`src/shared/timer_pkg.sv`:
```
// Shared constants, register map and carrier types of the one-shot/measure/PWM timer
package timer_pkg;

	// ----------------------------------------------------------------
	// Widths
	// ----------------------------------------------------------------
	localparam int DATA_W = 16;                // Counter, reload and bus data width
	localparam int ADDR_W = 3;                 // Register address width
	localparam int MODE_W = 10;                // Used bits of the mode register

	// ----------------------------------------------------------------
	// Register offsets
	// ----------------------------------------------------------------
	localparam logic [ADDR_W-1:0] OFS_MODE = 3'h0;    // Mode and selection fields
	localparam logic [ADDR_W-1:0] OFS_CTRL = 3'h1;    // Run flag and one-shot start flag
	localparam logic [ADDR_W-1:0] OFS_TIMER = 3'h2;   // Write: reload value, read: counter
	localparam logic [ADDR_W-1:0] OFS_STATUS = 3'h3;  // Request bit and overflow flag
	localparam logic [ADDR_W-1:0] OFS_RELOAD = 3'h4;  // Reload register, holds captures

	// ----------------------------------------------------------------
	// Field positions
	// ----------------------------------------------------------------
	localparam int CTRL_RUN_BIT = 0;           // Run flag
	localparam int CTRL_START_BIT = 1;         // One-shot start flag, write one to start
	localparam int STAT_IRQ_BIT = 0;           // Request bit, write one to clear
	localparam int STAT_OVF_BIT = 1;           // Overflow flag, read only

	// ----------------------------------------------------------------
	// Reset values and counts
	// ----------------------------------------------------------------
	localparam logic OVF_RESET = 1'b1;                 // Overflow flag comes up set
	localparam logic [DATA_W-1:0] WORD_RESET = 16'h0000; // Counter, reload, read data
	localparam logic [DATA_W-1:0] COUNT_MAX = 16'hffff;  // Last value before wrap
	localparam logic [DATA_W-1:0] COUNT_ONE = 16'h0001;  // Value whose next tick is zero
	localparam logic [DATA_W-1:0] PWM_LAST = 16'hfffe;   // Last tick of a 2^16-1 period
	localparam int DIV_EIGHT = 8;              // Ratio of the divide-by-eight source
	localparam int DIV_THIRTYTWO = 32;         // Ratio of both divide-by-32 sources

	// ----------------------------------------------------------------
	// Enumerations
	// ----------------------------------------------------------------
	typedef enum logic [1:0] {MODE_IDLE, MODE_ONESHOT, MODE_MEASURE, MODE_PWM16} timerMode_e;
	typedef enum logic [1:0] {SRC_UNDIV, SRC_DIV8, SRC_DIV32, SRC_SUB32} srcSel_e;
	typedef enum logic [1:0] {START_FALL, START_RISE, START_NEIGHBOUR, START_SOFT} startSel_e;
	typedef enum logic [1:0] {NB_TIMER_B, NB_ALT, NB_OWN, NB_NONE} neighSel_e;
	typedef enum logic [1:0] {MEAS_FALL, MEAS_RISE, MEAS_BOTH, MEAS_NONE} measSel_e;

	// ----------------------------------------------------------------
	// Carrier structs
	// ----------------------------------------------------------------
	typedef struct packed {
		measSel_e measSel;
		neighSel_e neighSel;
		startSel_e startSel;
		srcSel_e srcSel;
		timerMode_e mode;
	} modeReg_s;

	typedef struct packed {
		logic [ADDR_W-1:0] addr;
		logic [DATA_W-1:0] wdata;
		logic wr;
		logic rd;
	} busReq_s;

	typedef struct packed {
		logic timerB;
		logic timerA;
		logic firstX;
		logic ownChannel;
	} neighbourOvf_s;

endpackage
```
`src/hdl/count_source_prescaler.sv`:
```
// Count source prescaler: undivided, /8, /32 and subclock /32 ticks
`timescale 1ns/10ps
module count_source_prescaler #(
	parameter int DIV_A = timer_pkg::DIV_EIGHT,
	parameter int DIV_B = timer_pkg::DIV_THIRTYTWO
) (
	input logic clk_sys,
	input logic rst,
	input logic ce,
	input timer_pkg::srcSel_e srcSel,
	input logic subclkRise,
	output logic tick
);
	import timer_pkg::*;

	// Dividers wrap by overflow, so ratios must be powers of two
	if (DIV_A < 2 || (DIV_A & (DIV_A - 1)) != 0 || DIV_B < 2 || (DIV_B & (DIV_B - 1)) != 0)
	begin : gBadDiv
		$error("Divider ratios must be powers of two of at least 2");
	end

	// ----------------------------------------------------------------
	// State
	// ----------------------------------------------------------------
	typedef struct packed {
		logic [$clog2(DIV_A)-1:0] divA;   // Main clock /8 counter
		logic [$clog2(DIV_B)-1:0] divB;   // Main clock /32 counter
		logic [$clog2(DIV_B)-1:0] divSub; // Subclock edge /32 counter
	} preState_s;

	preState_s s_q;
	preState_s s_d;

	// Count every clock, and every subclock edge
	always_comb begin
		s_d = s_q;
		s_d.divA = s_q.divA + 1'b1;
		s_d.divB = s_q.divB + 1'b1;
		if (subclkRise) begin
			s_d.divSub = s_q.divSub + 1'b1;
		end
	end

	always_ff @(posedge clk_sys or posedge rst) begin
		if (rst) begin
			s_q <= '0;
		end else if (ce) begin
			s_q <= s_d;
		end
	end

	// Select the count source
	always_comb begin
		unique case (srcSel)
			SRC_UNDIV: tick = ce;
			SRC_DIV8: tick = ce & (&s_q.divA);
			SRC_DIV32: tick = ce & (&s_q.divB);
			SRC_SUB32: tick = ce & subclkRise & (&s_q.divSub);
		endcase
	end

endmodule // count_source_prescaler

```
`src/hdl/pin_edge_sync.sv`:
```
// Two-flop synchroniser with edge detection for one asynchronous input
`timescale 1ns/10ps
module pin_edge_sync (
	input logic clk_sys,
	input logic rst,
	input logic ce,
	input logic asyncIn,
	output logic level,
	output logic rise,
	output logic fall
);
	// ----------------------------------------------------------------
	// State
	// ----------------------------------------------------------------
	typedef struct packed {
		logic meta;    // First stage, read only by the second
		logic sync;    // Second stage, safe level
		logic prev;    // Delayed safe level for edges
		logic [2:0] fill; // Ones shift in after reset until prev holds a real sample
	} syncState_s;

	syncState_s s_q;
	syncState_s s_d;

	// Shift the chain
	always_comb begin
		s_d = s_q;
		s_d.meta = asyncIn;
		s_d.sync = s_q.meta;
		s_d.prev = s_q.sync;
		s_d.fill = {s_q.fill[1:0], 1'b1};
	end

	// Register, frozen while ce is low
	always_ff @(posedge clk_sys or posedge rst) begin
		if (rst) begin
			s_q <= '0;
		end else if (ce) begin
			s_q <= s_d;
		end
	end

	// Edges are one clock wide and seen only while enabled
	// Held off until the chain is full, so a pin idling high gives no false edge
	assign level = s_q.sync;
	assign rise = ce & s_q.fill[2] & s_q.sync & ~s_q.prev;
	assign fall = ce & s_q.fill[2] & ~s_q.sync & s_q.prev;

endmodule // pin_edge_sync

```
`src/hdl/timer_oneshot_measure_pwm16.sv`:
```
// One 16-bit timer channel: one-shot, pulse period/width measurement, 16-bit PWM
`timescale 1ns/10ps
module timer_oneshot_measure_pwm16 (
	input logic clk_sys,
	input logic rst,
	input logic ce,
	input timer_pkg::busReq_s bus,
	output logic [timer_pkg::DATA_W-1:0] rdata,
	input logic pinIn,
	output logic pinOut,
	output logic pinOeN,
	input logic subclkIn,
	input timer_pkg::neighbourOvf_s neighbourOvf,
	output logic irqRequest,
	output logic overflowFlag
);
	import timer_pkg::*;

	// ----------------------------------------------------------------
	// State
	// ----------------------------------------------------------------
	typedef struct packed {
		modeReg_s modeReg;           // Software mode selection
		logic run;                   // Run flag
		logic active;                // One-shot or PWM count in progress
		logic retrig;                // Retrigger waits for next tick
		logic edgeSeen;              // First measurement edge taken
		logic [DATA_W-1:0] counter;  // Working counter
		logic [DATA_W-1:0] reload;   // Reload register, also capture
		logic [DATA_W-1:0] pwmPos;   // Ticks into the current PWM period
		logic irq;                   // Interrupt request bit
		logic ovf;                   // Overflow flag
		logic pinOut;                // Pin drive level
		logic pinOeN;                // Pin drive enable, low drives
		logic [DATA_W-1:0] rdata;    // Read data, valid one cycle
	} state_s;

	state_s s_q;
	state_s s_d;

	// ----------------------------------------------------------------
	// Decode helpers
	// ----------------------------------------------------------------
	// Strobe qualified by one register offset
	function automatic logic regHit(input logic strobe, input logic [ADDR_W-1:0] addr,
			input logic [ADDR_W-1:0] ofs);
		regHit = strobe & (addr == ofs);
	endfunction

	// Neighbour overflow picked by the selector; alternate source depends on mode
	function automatic logic pickNeighbour(input neighSel_e sel, input logic useTimerA,
			input neighbourOvf_s ovf);
		logic picked;
		picked = 1'b0;
		unique case (sel)
			NB_TIMER_B: picked = ovf.timerB;
			NB_ALT: picked = useTimerA ? ovf.timerA : ovf.firstX;
			NB_OWN: picked = ovf.ownChannel;
			NB_NONE: picked = 1'b0;
		endcase
		pickNeighbour = picked;
	endfunction

	// Write strobes, frozen with the rest while ce is low
	logic wrMode;       // Mode register write
	logic wrCtrl;       // Control register write
	logic wrTimer;      // Timer register write
	logic wrStatus;     // Status register write
	logic runFall;      // Software clears a set run flag
	logic softStart;    // Software writes one to the start flag
	assign wrMode = ce & regHit(bus.wr, bus.addr, OFS_MODE);
	assign wrCtrl = ce & regHit(bus.wr, bus.addr, OFS_CTRL);
	assign wrTimer = ce & regHit(bus.wr, bus.addr, OFS_TIMER);
	assign wrStatus = ce & regHit(bus.wr, bus.addr, OFS_STATUS);
	assign runFall = wrCtrl & s_q.run & ~bus.wdata[CTRL_RUN_BIT];
	assign softStart = wrCtrl & bus.wdata[CTRL_START_BIT];

	// ----------------------------------------------------------------
	// Synchronisers and count source
	// ----------------------------------------------------------------
	logic pinRise;      // Rising edge on the timer pin
	logic pinFall;      // Falling edge on the timer pin
	logic subclkRise;   // Rising edge of the subclock
	logic tick;         // One count source tick

	pin_edge_sync uPinSync (
		.clk_sys(clk_sys),
		.rst(rst),
		.ce(ce),
		.asyncIn(pinIn),
		.level(),
		.rise(pinRise),
		.fall(pinFall)
	);

	pin_edge_sync uSubSync (
		.clk_sys(clk_sys),
		.rst(rst),
		.ce(ce),
		.asyncIn(subclkIn),
		.level(),
		.rise(subclkRise),
		.fall()
	);

	count_source_prescaler uPrescaler (
		.clk_sys(clk_sys),
		.rst(rst),
		.ce(ce),
		.srcSel(s_q.modeReg.srcSel),
		.subclkRise(subclkRise),
		.tick(tick)
	);

	// ----------------------------------------------------------------
	// Start and edge selection
	// ----------------------------------------------------------------
	logic startEv;      // Selected one-shot start condition
	logic pwmStart;     // Selected neighbour overflow for PWM
	logic measEdge;     // Effective measurement edge

	always_comb begin
		unique case (s_q.modeReg.startSel)
			START_FALL: startEv = pinFall;
			START_RISE: startEv = pinRise;
			START_NEIGHBOUR: startEv = ce & pickNeighbour(s_q.modeReg.neighSel, 1'b0,
					neighbourOvf);
			START_SOFT: startEv = softStart;
		endcase
		pwmStart = ce & pickNeighbour(s_q.modeReg.neighSel, 1'b1, neighbourOvf);
		unique case (s_q.modeReg.measSel)
			MEAS_FALL: measEdge = pinFall;
			MEAS_RISE: measEdge = pinRise;
			MEAS_BOTH: measEdge = pinRise | pinFall;
			MEAS_NONE: measEdge = 1'b0;
		endcase
	end

	// ----------------------------------------------------------------
	// Next state
	// ----------------------------------------------------------------
	always_comb begin
		logic [DATA_W-1:0] downCnt;
		downCnt = s_q.counter;
		s_d = s_q;
		s_d.rdata = WORD_RESET;
		// Register reads answer in the next cycle only
		if (regHit(bus.rd, bus.addr, OFS_MODE)) begin
			s_d.rdata = {{(DATA_W-MODE_W){1'b0}}, s_q.modeReg};
		end else if (regHit(bus.rd, bus.addr, OFS_CTRL)) begin
			s_d.rdata = {{(DATA_W-1){1'b0}}, s_q.run};
		end else if (regHit(bus.rd, bus.addr, OFS_TIMER)) begin
			s_d.rdata = s_q.counter;
		end else if (regHit(bus.rd, bus.addr, OFS_STATUS)) begin
			s_d.rdata = {{(DATA_W-2){1'b0}}, s_q.ovf, s_q.irq};
		end else if (regHit(bus.rd, bus.addr, OFS_RELOAD)) begin
			s_d.rdata = s_q.reload;
		end
		// Software writes; hardware sets further down win over clears
		if (wrMode) begin
			s_d.modeReg = modeReg_s'(bus.wdata[MODE_W-1:0]);
			if (s_q.run) begin
				s_d.ovf = 1'b0;
			end
		end
		if (wrCtrl) begin
			s_d.run = bus.wdata[CTRL_RUN_BIT];
		end
		if (wrTimer) begin
			s_d.reload = bus.wdata;
			if (!s_q.active) begin
				s_d.counter = bus.wdata;
			end
		end
		if (wrStatus && bus.wdata[STAT_IRQ_BIT]) begin
			s_d.irq = 1'b0;
		end
		// Mode behaviour
		unique case (s_q.modeReg.mode)
			MODE_ONESHOT: begin
				s_d.pinOeN = 1'b0;
				if (runFall) begin
					// Abort: reload, pin low, request
					s_d.active = 1'b0;
					s_d.retrig = 1'b0;
					s_d.counter = s_q.reload;
					s_d.pinOut = 1'b0;
					s_d.irq = 1'b1;
				end else if (s_q.run && !s_q.active && startEv) begin
					s_d.active = 1'b1;
					s_d.pinOut = 1'b1;
				end else if (s_q.active && tick) begin
					if (s_q.retrig) begin
						// Pending retrigger reloads on this tick
						s_d.counter = s_q.reload;
						s_d.retrig = 1'b0;
					end else if (s_q.counter <= COUNT_ONE) begin
						// Reaching zero ends the shot
						s_d.counter = s_q.reload;
						s_d.active = 1'b0;
						s_d.pinOut = 1'b0;
						s_d.irq = 1'b1;
					end else begin
						s_d.counter = s_q.counter - COUNT_ONE;
					end
				end
				if (s_q.active && s_d.active && startEv) begin
					s_d.retrig = 1'b1;
				end
			end
			MODE_MEASURE: begin
				s_d.pinOeN = 1'b1;
				s_d.pinOut = 1'b0;
				if (!s_q.run) begin
					s_d.edgeSeen = 1'b0;
				end else if (measEdge) begin
					// Edge wins over a tick in the same cycle
					s_d.reload = s_q.counter;
					s_d.counter = WORD_RESET;
					s_d.edgeSeen = 1'b1;
					if (s_q.edgeSeen) begin
						s_d.irq = 1'b1;
					end
				end else if (tick) begin
					// Counts on from whatever the counter holds
					s_d.counter = s_q.counter + COUNT_ONE;
					if (s_q.counter == COUNT_MAX) begin
						s_d.ovf = 1'b1;
						s_d.irq = 1'b1;
					end
				end
			end
			MODE_PWM16: begin
				s_d.pinOeN = 1'b0;
				if (runFall) begin
					// Counter frozen; request only if pin was high
					s_d.active = 1'b0;
					s_d.pinOut = 1'b0;
					if (s_q.pinOut) begin
						s_d.irq = 1'b1;
					end
				end else if (s_q.run && !s_q.active && pwmStart) begin
					s_d.active = 1'b1;
					s_d.counter = s_q.reload;
					s_d.pwmPos = WORD_RESET;
					s_d.pinOut = (s_q.reload != WORD_RESET);
				end else if (s_q.active && tick) begin
					if (s_q.counter != WORD_RESET) begin
						downCnt = s_q.counter - COUNT_ONE;
					end
					// High-to-low, or once a period when never high
					if (s_q.counter == COUNT_ONE ||
							(s_q.pwmPos == PWM_LAST && s_q.reload == WORD_RESET)) begin
						s_d.irq = 1'b1;
					end
					if (s_q.pwmPos == PWM_LAST) begin
						s_d.counter = s_q.reload;
						s_d.pwmPos = WORD_RESET;
						s_d.pinOut = (s_q.reload != WORD_RESET);
					end else begin
						s_d.counter = downCnt;
						s_d.pwmPos = s_q.pwmPos + COUNT_ONE;
						s_d.pinOut = (downCnt != WORD_RESET);
					end
				end
			end
			MODE_IDLE: begin
				s_d.pinOeN = 1'b1;
				s_d.pinOut = 1'b0;
				s_d.active = 1'b0;
			end
		endcase
		// A mode write restarts the sequencing
		if (wrMode) begin
			s_d.active = 1'b0;
			s_d.retrig = 1'b0;
			s_d.edgeSeen = 1'b0;
			s_d.pinOut = 1'b0;
			if (s_d.modeReg.mode != s_q.modeReg.mode &&
					(s_d.modeReg.mode == MODE_ONESHOT || s_d.modeReg.mode == MODE_PWM16)) begin
				s_d.irq = 1'b1;
			end
		end
	end

	// ----------------------------------------------------------------
	// State register
	// ----------------------------------------------------------------
	always_ff @(posedge clk_sys or posedge rst) begin
		if (rst) begin
			s_q <= '0;
			s_q.pinOeN <= 1'b1;
			s_q.ovf <= OVF_RESET;
		end else if (ce) begin
			s_q <= s_d;
		end
	end

	// Outputs straight from flip-flops
	assign rdata = s_q.rdata;
	assign pinOut = s_q.pinOut;
	assign pinOeN = s_q.pinOeN;
	assign irqRequest = s_q.irq;
	assign overflowFlag = s_q.ovf;
endmodule // timer_oneshot_measure_pwm16

```
`config.mk`:
```
export PLATFORM = sky130hd
export DESIGN_NAME = timer_oneshot_measure_pwm16
export DESIGN_NICKNAME = d
export VERILOG_FILES = /design/src/shared/timer_pkg.sv /design/src/hdl/count_source_prescaler.sv /design/src/hdl/pin_edge_sync.sv /design/src/hdl/timer_oneshot_measure_pwm16.sv
export SDC_FILE = /design/constraint.sdc
export NUM_CORES = 1
export LEC_CHECK = 0
export BUFFER_PORTS_ARGS = -buffer_cell sky130_fd_sc_hd__buf_2
export CORE_ASPECT_RATIO = 1.2
export CORE_UTILIZATION = 50
export CTS_CLUSTER_DIAMETER = 120
export DETAILED_ROUTE_END_ITERATION = 7
export PLACE_DENSITY = 0.68
export SYNTH_ARGS = -nofsm -noshare
export SYNTH_HDL_FRONTEND = slang
export SYNTH_SLANG_ARGS = --single-unit
export TNS_END_PERCENT = 50
```
`constraint.sdc`:
```
create_clock -name clk_sys -period 3.5 [get_ports clk_sys]
set_clock_uncertainty 0.2 [all_clocks]
set_input_delay 0.175 -clock clk_sys [delete_from_list [all_inputs] [get_ports clk_sys]]
set_output_delay 0.175 -clock clk_sys [all_outputs]
set_load 0.01 [all_outputs]
```
==> results by group, run 1 <==
STA
  • Crit path time final: approximately 3300 ps
  • Post-route setup TNS: 0 ps
  • Period utilization: between 90% and 100%
  • RSZ-0062 raised after global routing: no
  • Worst Tran Pin Value: approximately 1000 ps
  • Final hold vios: 0
  • # setup viols final: 0
  • Slew Limit Fails: 0
  • FMAX: 307.4 MHz
  • Rel. slew slack: just over 30%

Setup path
  • CP max FO: 12
  • Critical Path End Type: flip-flop
  • Critical path class: reg2reg
  • CP Data Required Time: between 3000 and 4000 ps
  • CP Launch Type: flip-flop
  • Arr. time, crit path: 3300 ps

Global routing
  • Vias in the first global route: ~7,000
  • Total GRT Usage: between 30% and 40%
  • Initial antenna violation count: 0
  • Largest net degree at the start of global routing: 66
  • First-pass GRT wire length: approximately 39 mm
  • Total gr overflow: 0

Placed design
  • HPWL after DPL: around 18 mm
  • GP Congestion: roughly 0.98
  • Placed cell area: between 8000 and 9000 um^2
  • Port Buffer Count: 49
  • Inst Count DP: 1,093

Clock tree
  • Clock buffer depth: 2
  • Htree depth: 3
  • TritonCTS Buffers: 9
  • CTS Root Cell: clkbuf_16
  • Setup Buffers After CTS: 0
  • PostCTS Resize Cnt: 0
  • CTS tree: yes
  • Clock sinks: 104
  • Clk_lat worst skew: around 360 ps
  • Clock-pin transition on the worst setup and hold timing paths: about 80 ps

Yosys
  • Syn_nets: between 900 and 1,000
  • EDFF count, synth: 0
  • Post-Synthesis Cells: around 900
  • Share of the synthesized area in the top cell type: roughly a third
  • Synth cell types: 87
  • Cell taking the most area after synthesis: dfrtp_1
  • Yosys reg bits: approximately 100
  • Warnings from Yosys: 0
  • Synthesized area: slightly below 8000 um^2
  • Synth top area cells: dfrtp_1 (33%), mux2i_1 (5.6%), a21oi_1 (3.6%)
  • Sequential share of the synthesized area: roughly 34%
  • Post-synth top flop: dfrtp_1
  • Syn_area_per_cell: between 8 and 9 um^2
  • Async S/R FF share, synth: 100.0%

Drt
  • Drt first pass iters: 6
  • DRC viols: 0
  • Routed len/inst: between 20 and 25 um
  • DR vias: 7,365
  • Initial DRC count: 836
  • Vias per cell: between 6 and 7
  • Final WL: 24.24 mm
  • Post-route ant nets: 0

Finish
  • Layout cells sized above 1: approximately 18%
  • Final core occ: between 50% and 60%
  • Fin cells: roughly 1,100
  • Layout net count: around 970
  • Final Cell Area: between 8000 and 9000 um^2
  • # diodes: 0
  • Layout area overhead: 11.99%

Flow run
  • Max Cap Viol: 0

Floorplanning
  • Die width: between 100 and 150 um
  • IO Pins: 50
  • Die height: around 140 um
  • Full die area: approximately 16,000 um^2
  • Initial core utilization: about half
  • Core Region: about 15,000 um^2
  • Rows: between 40 and 50

Min path
  • Min-delay worst type: in2reg

Status
  • Run status: finished clean

Power and ir drop
  • Pleak: roughly 3.6 nW
  • Pwr Density: 660.4 nW/um^2
  • Max VDD drop: roughly 0.36 mV
  • Power consumption: ~5.7 mW
-- routing by layer --
metal  share of wire, %  global-route usage, %  routed length [um]
met1                 41                  43.03                9891
met2                 46                  48.63               11240
met3                9.0                  5.787                2193
met4                3.8                  14.56                 911
met5                  0                      0                   0
-- sequential cells by signal, indices dropped and copies added, names as in the netlist --
name and cells:
uPinSync.s_d 3, uSubSync.level 1, uPrescaler.s_q 13, uPinSync.s_q 2, rdata 16, overflowFlag 1, s_q 62, pinOut 1
pinOeN 1, irqRequest 1, uSubSync.s_q 1, uSubSync.s_d 1, uPinSync.level 1
-- cell families after synthesis --
| group | synth area share, % |
|---|---|
| buffers and inverters | 6.847 |
| xor gates and xnor gates | 4.397 |
| DFF | 33.78 |
| muxes | 9.086 |
| AOI/OAI and AO/OA | 23.43 |
| and+or+nand+nor | 19.54 |
| adders and majority gates | 2.921 |
-- cell usage after synthesis (all sizes together) (6+ instances only) --
cell type	count
a211oi	9
a21oi	58
a221oi	12
a22oi	11
a31oi	9
and3	13
buf	45
clkbuf	36
dfrtp	102
ha	18
inv	26
mux2	23
mux2i	43
nand2	75
nand2b	8
nand3	36
nand4	18
nor2	65
nor2b	8
nor3	18
nor4	9
o211ai	6
o21a	6
o21ai	51
o221ai	9
o22ai	14
o2bb2ai	16
o31ai	14
or4	9
xnor2	20
xor2	17
-- timing repair --
item                                   CTS  global route
hold buffers                            20             0
setup endpoints to repair                0             0
endpoints found under the hold margin   69             0
-- stage by stage --
step | worst slack (ps) | hold slack [ps]
final | 247.0 | 136.1
after floorplan | 396.1 | 80.44
after detailed placement | 339.0 | 72.95
after global placement | 372.5 | 70.54
after CTS | 327.0 | 141.9
after global routing | 103.1 | 171.7
-- path summary, 6_finish.rpt --
check / start / end / slack, ps / depth (start not counted)
min: ce / rdata[1]$_DFFE_PP0P_ / 140 / 3
max reg2reg: uPrescaler.s_q[5]$_DFFE_PP0P_ / s_q[54]$_DFFE_PP0P_ / 250 / 10
max in group asynchronous: rst / pinOeN$_DFFE_PP1P_ / 2090 / 4
min in group asynchronous: rst / uPrescaler.s_q[5]$_DFFE_PP0P_ / 220 / 3
min reg2reg: uPrescaler.s_q[8]$_DFFE_PP0P_ / uPrescaler.s_q[8]$_DFFE_PP0P_ / 270 / 1
max: uPrescaler.s_q[5]$_DFFE_PP0P_ / s_q[54]$_DFFE_PP0P_ / 250 / 10
-- power breakdown --
| group | internal, mW | leakage (nW) | switching [mW] | total [mW] |
|---|---|---|---|---|
| logic | 1.08 | 2.17 | 1.53 | 2.61 |
| registers | 1.55 | 1.29 | 0.538 | 2.08 |
| clock network | 0.501 | 0.140 | 0.511 | 1.01 |
| total | 3.12 | 3.60 | 2.58 | 5.70 |
-- cell type report --
cell class                 count  area (um^2)
clock inverter                 6        55.05
timing repair buffer         114        808.3
fill                        1367         6385
sequential                   104         2605
clock buffer                  10        229.0
multi-input combinational    664         4578
inverter                      27        105.1
tap                          204        255.2
-- worst max-delay path, cell delays in order (launching register included) --
cell and delay (ps):
dfrtp_1 410, ha_1 220, and3_1 180, ha_1 170, mux2_2 280, a32oi_2 370, a21oi_2 250, a21oi_2 340
mux2_1 370, a221oi_1 270, nor2_1 80
-- cell usage in the layout (no fill, tap or decap), drive strengths merged, types with 11 or more instances in the layout --
cell type,Yosys,routed
nand2,75,75
a221oi,12,12
o31ai,14,14
nor2,65,65
mux2,23,23
and3,13,13
xnor2,20,20
buf,45,94
dfrtp,102,102
nand4,18,18
nor3,18,18
a22oi,11,11
dlygate4sd3,0,20
o21ai,51,51
nand3,36,36
o2bb2ai,16,16
ha,18,18
mux2i,43,43
a21oi,58,58
xor2,17,17
inv,26,31
o22ai,14,14
Note: power is estimated with default switching activity, not from simulation.
==> run 2: changes to the inputs <==
==> constraint.sdc (replaced) <==
create_clock -name clk_sys -period 3.5 [get_ports clk_sys]
set_clock_uncertainty 0.2 [all_clocks]
set_input_delay 0.35 -clock clk_sys [delete_from_list [all_inputs] [get_ports clk_sys]]
set_output_delay 0.35 -clock clk_sys [all_outputs]
set_load 0.01 [all_outputs]
==> run 2 against run 1 <==
Cell count shrank 1.5%. Sequential share of layout area rose by 0.57 points. Worst hold slack worse by 120 ps.
==> results by group, run 2 (same netlist as run 1, synthesis figures left out) <==
Status
  • Run status: finished clean

STA
  • Final hold slack: 15.78 ps (-120.3 ps)
  • FMAX: 313.8 MHz (+2.1%)
  • Worst Tran Pin Value: 985.2 ps (-59.84 ps)
  • Final WS setup: 313.2 ps (+66.12 ps)
  • Post-route setup TNS: 0 ps (unchanged)
  • Slew Limit Fails: 0 (unchanged)
  • Period utilization: 91.05% (-1.9 points)
  • Final hold vios: 0 (unchanged)
  • Crit path time final: 3187 ps (-66.12 ps)
  • Rel. slew slack: 34.20% (+4.0 points)
  • RSZ-0062 raised after global routing: no
  • # setup viols final: 0 (unchanged)

Finish
  • Layout cells sized above 1: 18.17% (+0.55 points)
  • Commonest non-fill, non-tap cell in the layout: dfrtp_1
  • Layout area overhead: 9.914%
  • # diodes: 0 (unchanged)
  • Top reg by flops: s_q
  • Most frequent cells in the layout: dfrtp_1 (102), nand2_1 (74), nor2_1 (64)
  • Largest register FFs: 62 (unchanged)
  • Layout net count: 951 (-1.8%)

Setup path
  • Most used cell, CP: ha_1
  • Worst path cell trace: ha_1, and3_1, ha_1, mux2_2, a41o_1, o21ai_1, nand2_1, o2bb2ai_1, a221oi_1, a31oi_1
  • Arr. time, crit path: 3230 ps (-70 ps)
  • CP max stage cell: dfrtp_1
  • CP Launch Type: flip-flop
  • CP Data Required Time: 3540 ps (about the same)
  • Critical Path End Type: flip-flop
  • CP max FO: 9 (-3)
  • Critical path class: reg2reg
  • CP peak stage delay: 410 ps (about the same)

Power and ir drop
  • Power consumption: 5.722 mW (+0.33%)
  • Pwr Density: 675.1 nW/um^2 (+2.2%)
  • Pleak: 3.540 nW (-1.7%)
  • Max VDD drop: 0.3418 mV (-4.0%)

Drt
  • DRC viols: 0 (unchanged)
  • Post-route ant nets: 0 (unchanged)
  • Drt first pass iters: 6 (unchanged)
  • Initial DRC count: 791 (-5.4%)
  • Routed len/inst: 21.54 um (+0.32%)
  • DR vias: 7,340 (-0.34%)
  • Final WL: 23.95 mm (-1.2%)
  • Vias per cell: 6.601 (+1.2%)

Floorplanning
  • Full die area: 15,930 um^2 (unchanged)
  • Initial core utilization: 51.34% (unchanged)
  • Die height: 138.0 um (unchanged)
  • Die width: 115.4 um (unchanged)
  • Core Region: 15,020 um^2 (unchanged)
  • IO Pins: 50 (unchanged)
  • Rows: 49 (unchanged)

Global routing
  • Largest net degree at the start of global routing: 62 (-6.1%)
  • Total GRT Usage: 30.85% (-0.82 points)
  • Vias in the first global route: 6,813 (-2.5%)
  • Total gr overflow: 0 (unchanged)
  • Initial antenna violation count: 0 (unchanged)
  • First-pass GRT wire length: 37.67 mm (-3.0%)

Clock tree
  • Clock buffer depth: 2 (unchanged)
  • Setup Buffers After CTS: 0 (unchanged)
  • CTS tree: yes
  • PostCTS Resize Cnt: 0 (unchanged)
  • Htree depth: 3 (unchanged)
  • CTS Root Cell: clkbuf_16
  • Clock sinks: 104 (unchanged)
  • Clock-pin transition on the worst setup and hold timing paths: 80 ps (about the same)
  • TritonCTS Buffers: 9 (unchanged)
  • Hold Buf Count CTS: 1 (-95%)
  • Clk_lat worst skew: 360 ps (about the same)

Placed design
  • Pre-CTS WS: 354.8 ps (+15.80 ps)
  • GP Congestion: 0.9583 (-2.3%)
  • HPWL after DPL: 17.45 mm (-1.7%)
  • Port Buffer Count: 49 (unchanged)

Min path
  • Min-delay worst type: in2reg

Flow run
  • Max Cap Viol: 0 (unchanged)
-- run 2: layer usage --
layer / share of wire (%) / track usage [%] / routed length [um]
met4: 4.9 / 15.72 / 1172
met5: 0 / 0 / 0
met1: 41 / 42.96 / 9891
met2: 45 / 45.41 / 10750
met3: 8.9 / 5.787 / 2135
-- run 2: layout make-up --
cell class / count / area (um^2)
fillers: 1390 / 6545
multi-input cells: 664 / 4578
flip-flops and latches: 104 / 2605
repair buffers: 97 / 645.6
well taps: 204 / 255.2
clock buffers: 10 / 229.0
inverters: 27 / 105.1
clock inverters: 6 / 57.56
-- run 2: final timing paths --
check / depth (start not counted) / slack (ps) / start / end
setup / recovery: 10 / 310 / uPrescaler.s_q[5]$_DFFE_PP0P_ / s_q[64]$_DFFE_PP0P_
hold / removal: 2 / 20 / pinIn / uPinSync.s_d[4]$_DFFE_PP0P_
setup reg to reg: 10 / 310 / uPrescaler.s_q[5]$_DFFE_PP0P_ / s_q[64]$_DFFE_PP0P_
hold reg to reg: 1 / 270 / uPrescaler.s_q[8]$_DFFE_PP0P_ / uPrescaler.s_q[8]$_DFFE_PP0P_
max in group asynchronous: 4 / 1840 / rst / overflowFlag$_DFFE_PP1P_
min in group asynchronous: 3 / 490 / rst / uPrescaler.s_q[5]$_DFFE_PP0P_
-- run 2: worst max-delay path, delay by kind of cell, from the launching register on --
| kind | cells | cell delay (ps) |
|---|---|---|
| AOI/OAI and AO/OA | 5 | 1280 |
| adders and majority gates | 2 | 390 |
| DFF | 1 | 410 |
| muxes | 1 | 280 |
| and+or+nand+nor | 2 | 510 |
-- run 2: through the flow --
stage	area [um^2]	util (%)	instances
3_5_place_dp	8179	54.45	1095
5_1_grt	8476	56.43	1112
2_1_floorplan	7711	-	876
3_3_place_gp	8179	54.45	1095
4_1_cts	8476	56.43	1112
6_report	8476	56.43	1112
-- run 2: where the power goes --
group	leakage, nW	internal (mW)	switching, mW
clock network	0.142	0.504	0.528
logic	2.11	1.09	1.55
registers	1.29	1.55	0.503
==> run 3: changes to the inputs <==
--- a/config.mk
+++ b/config.mk
@@ -5,6 +5,7 @@
 export SDC_FILE = /design/constraint.sdc
 export NUM_CORES = 1
 export LEC_CHECK = 0
+export ABC_AREA = 1
 export BUFFER_PORTS_ARGS = -buffer_cell sky130_fd_sc_hd__buf_2
 export CORE_ASPECT_RATIO = 1.2
 export CORE_UTILIZATION = 50
==> run 3 against run 2 <==
Routed wire length grew 19%. Setup slack gained 260 ps. Final area grew 7.5%. Synthesized cell count grew 54%. Combinational power grew 15%. Power grew 8.3%.
==> results by group, run 3 <==
Status
  • Run status: finished clean

Clock tree
  • TritonCTS Buffers: 9 (unchanged)
  • Hold Buf Count CTS: 3 (+2)
  • CTS tree: yes
  • Clock sinks: 104 (unchanged)
  • PostCTS Resize Cnt: 0 (unchanged)
  • Htree depth: 3 (unchanged)
  • Clock buffer depth: 2 (unchanged)
  • Clock-pin transition on the worst setup and hold timing paths: 80 ps (about the same)
  • Setup Buffers After CTS: 0 (unchanged)
  • Clk_lat worst skew: 370 ps (about the same)
  • CTS Root Cell: clkbuf_16

Min path
  • Hold Path Origin: bus[9]
  • Min-delay worst type: in2reg

Drt
  • Post-route ant nets: 0 (unchanged)
  • Drt first pass iters: 5 (-1)
  • DRC viols: 0 (unchanged)
  • DR vias: 9,129 (+24%)
  • Vias per cell: 5.826 (-12%)
  • Routed len/inst: 18.24 um (-15%)
  • Initial DRC count: 1,083 (+37%)
  • Final WL: 28.58 mm (+19%)

Floorplanning
  • Initial core utilization: 50.98% (-0.35 points)
  • Full die area: 17,650 um^2 (+11%)
  • Die width: 121.4 um (+5.3%)
  • IO Pins: 50 (unchanged)
  • Die height: 145.3 um (+5.3%)
  • Rows: 52 (+6.1%)
  • Core Region: 16,790 um^2 (+12%)

Finish
  • Commonest non-fill, non-tap cell in the layout: nand2_1
  • Layout cells sized above 1: 8.956% (-9.2 points)
  • Layout net count: 1,394 (+47%)
  • Final Cell Area: 9110 um^2 (+7.5%)
  • Filler Cell Count: 1,733 (+25%)
  • Layout area overhead: 6.447%
  • Final core occ: 54.27% (-2.2 points)
  • Largest register FFs: 62 (unchanged)
  • Top reg by flops: s_q
  • Most frequent cells in the layout: nand2_1 (423), o21ai_0 (155), inv_1 (140)
  • # diodes: 0 (unchanged)
  • Fin cells: 1,567 (+41%)
  • Register area: 2605 um^2 (unchanged)
  • Area occupied by multi-input gates: 4955 um^2 (+8.2%)

Placed design
  • HPWL after DPL: 20.72 mm (+19%)
  • GP Congestion: 0.9912 (+3.4%)
  • Port Buffer Count: 49 (unchanged)
  • Inst Count DP: 1,548 (+41%)
  • Placed cell area: 8766 um^2 (+7.2%)
  • Pre-CTS WS: 603.7 ps (+248.9 ps)

Setup path
  • Critical Path Start: uPrescaler.s_q[5]$_DFFE_PP0P_
  • Critical Path End Type: flip-flop
  • Critical path class: reg2reg
  • Worst flop-to-flop path startpoint: uPrescaler.s_q[5]$_DFFE_PP0P_
  • CP Data Required Time: 3550 ps (about the same)
  • CP max FO: 19 (+10)
  • Crit path to: s_q[35]$_DFFE_PP0P_
  • CP Launch Type: flip-flop
  • Arr. time, crit path: 2980 ps (-250 ps)
  • Cells on worst reg2reg path: 15 (+5)
  • FF-to-FF End: s_q[35]$_DFFE_PP0P_
  • R2R Setup Slk: 570 ps (+260 ps)

Yosys
  • Cell taking the most area after synthesis: dfrtp_1
  • Syn_area_per_cell: 6.349 um^2 (-28%)
  • Yosys reg bits: 104 (unchanged)
  • Sequential share of the synthesized area: 30.44% (-3.3 points)
  • Share of the synthesized area in the top cell type: 29.82% (-3.3 points)
  • Cell with the most instances after synthesis: nand2_1
  • Synth cell count leaders: nand2_1 (423), o21ai_0 (155), inv_1 (141)
  • Synthesized area: 8558 um^2 (+11%)
  • EDFF count, synth: 0 (unchanged)
  • Post-synth top flop: dfrtp_1
  • Post-Synthesis Cells: 1,348 (+54%)
  • Synth top area cells: dfrtp_1 (30%), nand2_1 (19%), o21ai_0 (9.1%)
  • Synth cell types: 46 (-47%)
  • Syn_nets: 1,396 (+51%)
  • Warnings from Yosys: 0 (unchanged)
  • Async S/R FF share, synth: 100.0% (unchanged)

STA
  • Crit path time final: 2927 ps (-259.7 ps)
  • Post-route setup TNS: 0 ps (unchanged)
  • Final hold vios: 0 (unchanged)
  • Final WS setup: 572.8 ps (+259.7 ps)
  • Period utilization: 83.63% (-7.4 points)
  • RSZ-0062 raised after global routing: no
  • Slew Limit Fails: 0 (unchanged)
  • # setup viols final: 0 (unchanged)
  • Worst Tran Pin Value: 1203 ps (+217.4 ps)
  • FMAX: 341.6 MHz (+8.9%)
  • Rel. slew slack: 19.74% (-14 points)

Flow run
  • Max Cap Viol: 0 (unchanged)

Power and ir drop
  • Pwr Density: 680.3 nW/um^2 (+0.78%)
  • Pleak: 4.492 nW (+27%)
  • Max VDD drop: 0.3487 mV (+2.0%)

Global routing
  • Vias in the first global route: 8,322 (+22%)
  • Largest net degree at the start of global routing: 58 (-6.5%)
  • Total gr overflow: 0 (unchanged)
  • Total GRT Usage: 33.45% (+2.6 points)
  • Initial antenna violation count: 0 (unchanged)
  • First-pass GRT wire length: 45.20 mm (+20%)
run 3: cell families (layout without fill, tap and decap cells):
family	Yosys count	in the layout	share of synthesized area (%)
adders and majority gates	18	18	2.632
DFF	104	104	30.44
buffers and inverters	226	229	11.70
muxes	2	2	0.2631
AOI/OAI and AO/OA	261	261	17.02
xor gates and xnor gates	24	24	2.456
and+or+nand+nor	713	713	35.50
run 3: worst min-delay path by stage:
stage / end / slack [ps] / depth (start not counted)
finish: s_q[79]$_DFFE_PP0P_ / 6 / 3
detailed placement: uPinSync.s_d[1]$_DFFE_PP0P_ / 250 / 1
global placement: uPinSync.s_d[1]$_DFFE_PP0P_ / 250 / 1
global route: s_q[79]$_DFFE_PP0P_ / 10 / 3
floorplan: uPinSync.s_d[1]$_DFFE_PP0P_ / 240 / 1
CTS: s_q[79]$_DFFE_PP0P_ / 3 / 3
run 3: per-layer routing:
layer	share of wire [%]	up-vias	GRT usage, %
li1	-	4354	-
met1	43	4288	44.30
met2	47	394	53.18
met3	6.1	93	4.363
met4	4.5	0	16.79
met5	0	-	0
run 3: critical path, stage by stage, from the launching register on:
cell	delay, ps
dfrtp_1	380
ha_1	170
and3_1	160
ha_1	130
inv_1	50
nand2_1	60
nand3_1	70
nand2_1	60
nand2_1	120
nand2_4	140
nand2_4	140
buf_4	260
a21oi_4	440
nand4_1	200
nor2_1	160
nor3b_2	60
run 3: area by class of cell:
class	instances	area share [%]
Multi-Input combinational cell	1018	54.39
Clock inverter	7	0.9751
Clock buffer	9	2.472
Sequential cell	104	28.59
Inverter	142	5.878
Tap cell	216	2.967
Timing Repair Buffer	71	4.725
run 3: power by group:
part / switching, mW / internal (mW) / total, mW
Combinational: 2.04 / 0.999 / 3.04
Sequential: 0.507 / 1.54 / 2.05
Clock: 0.535 / 0.573 / 1.11
Total: 3.08 / 3.12 / 6.20
run 3: per-stage QoR:
stage	power (mW)	hold WS, ps
global route	6.666	10.04
floorplan	4.197	237.2
finish	6.198	6.409
detailed placement	5.019	253.6
global placement	4.999	250.6
CTS	6.140	2.562
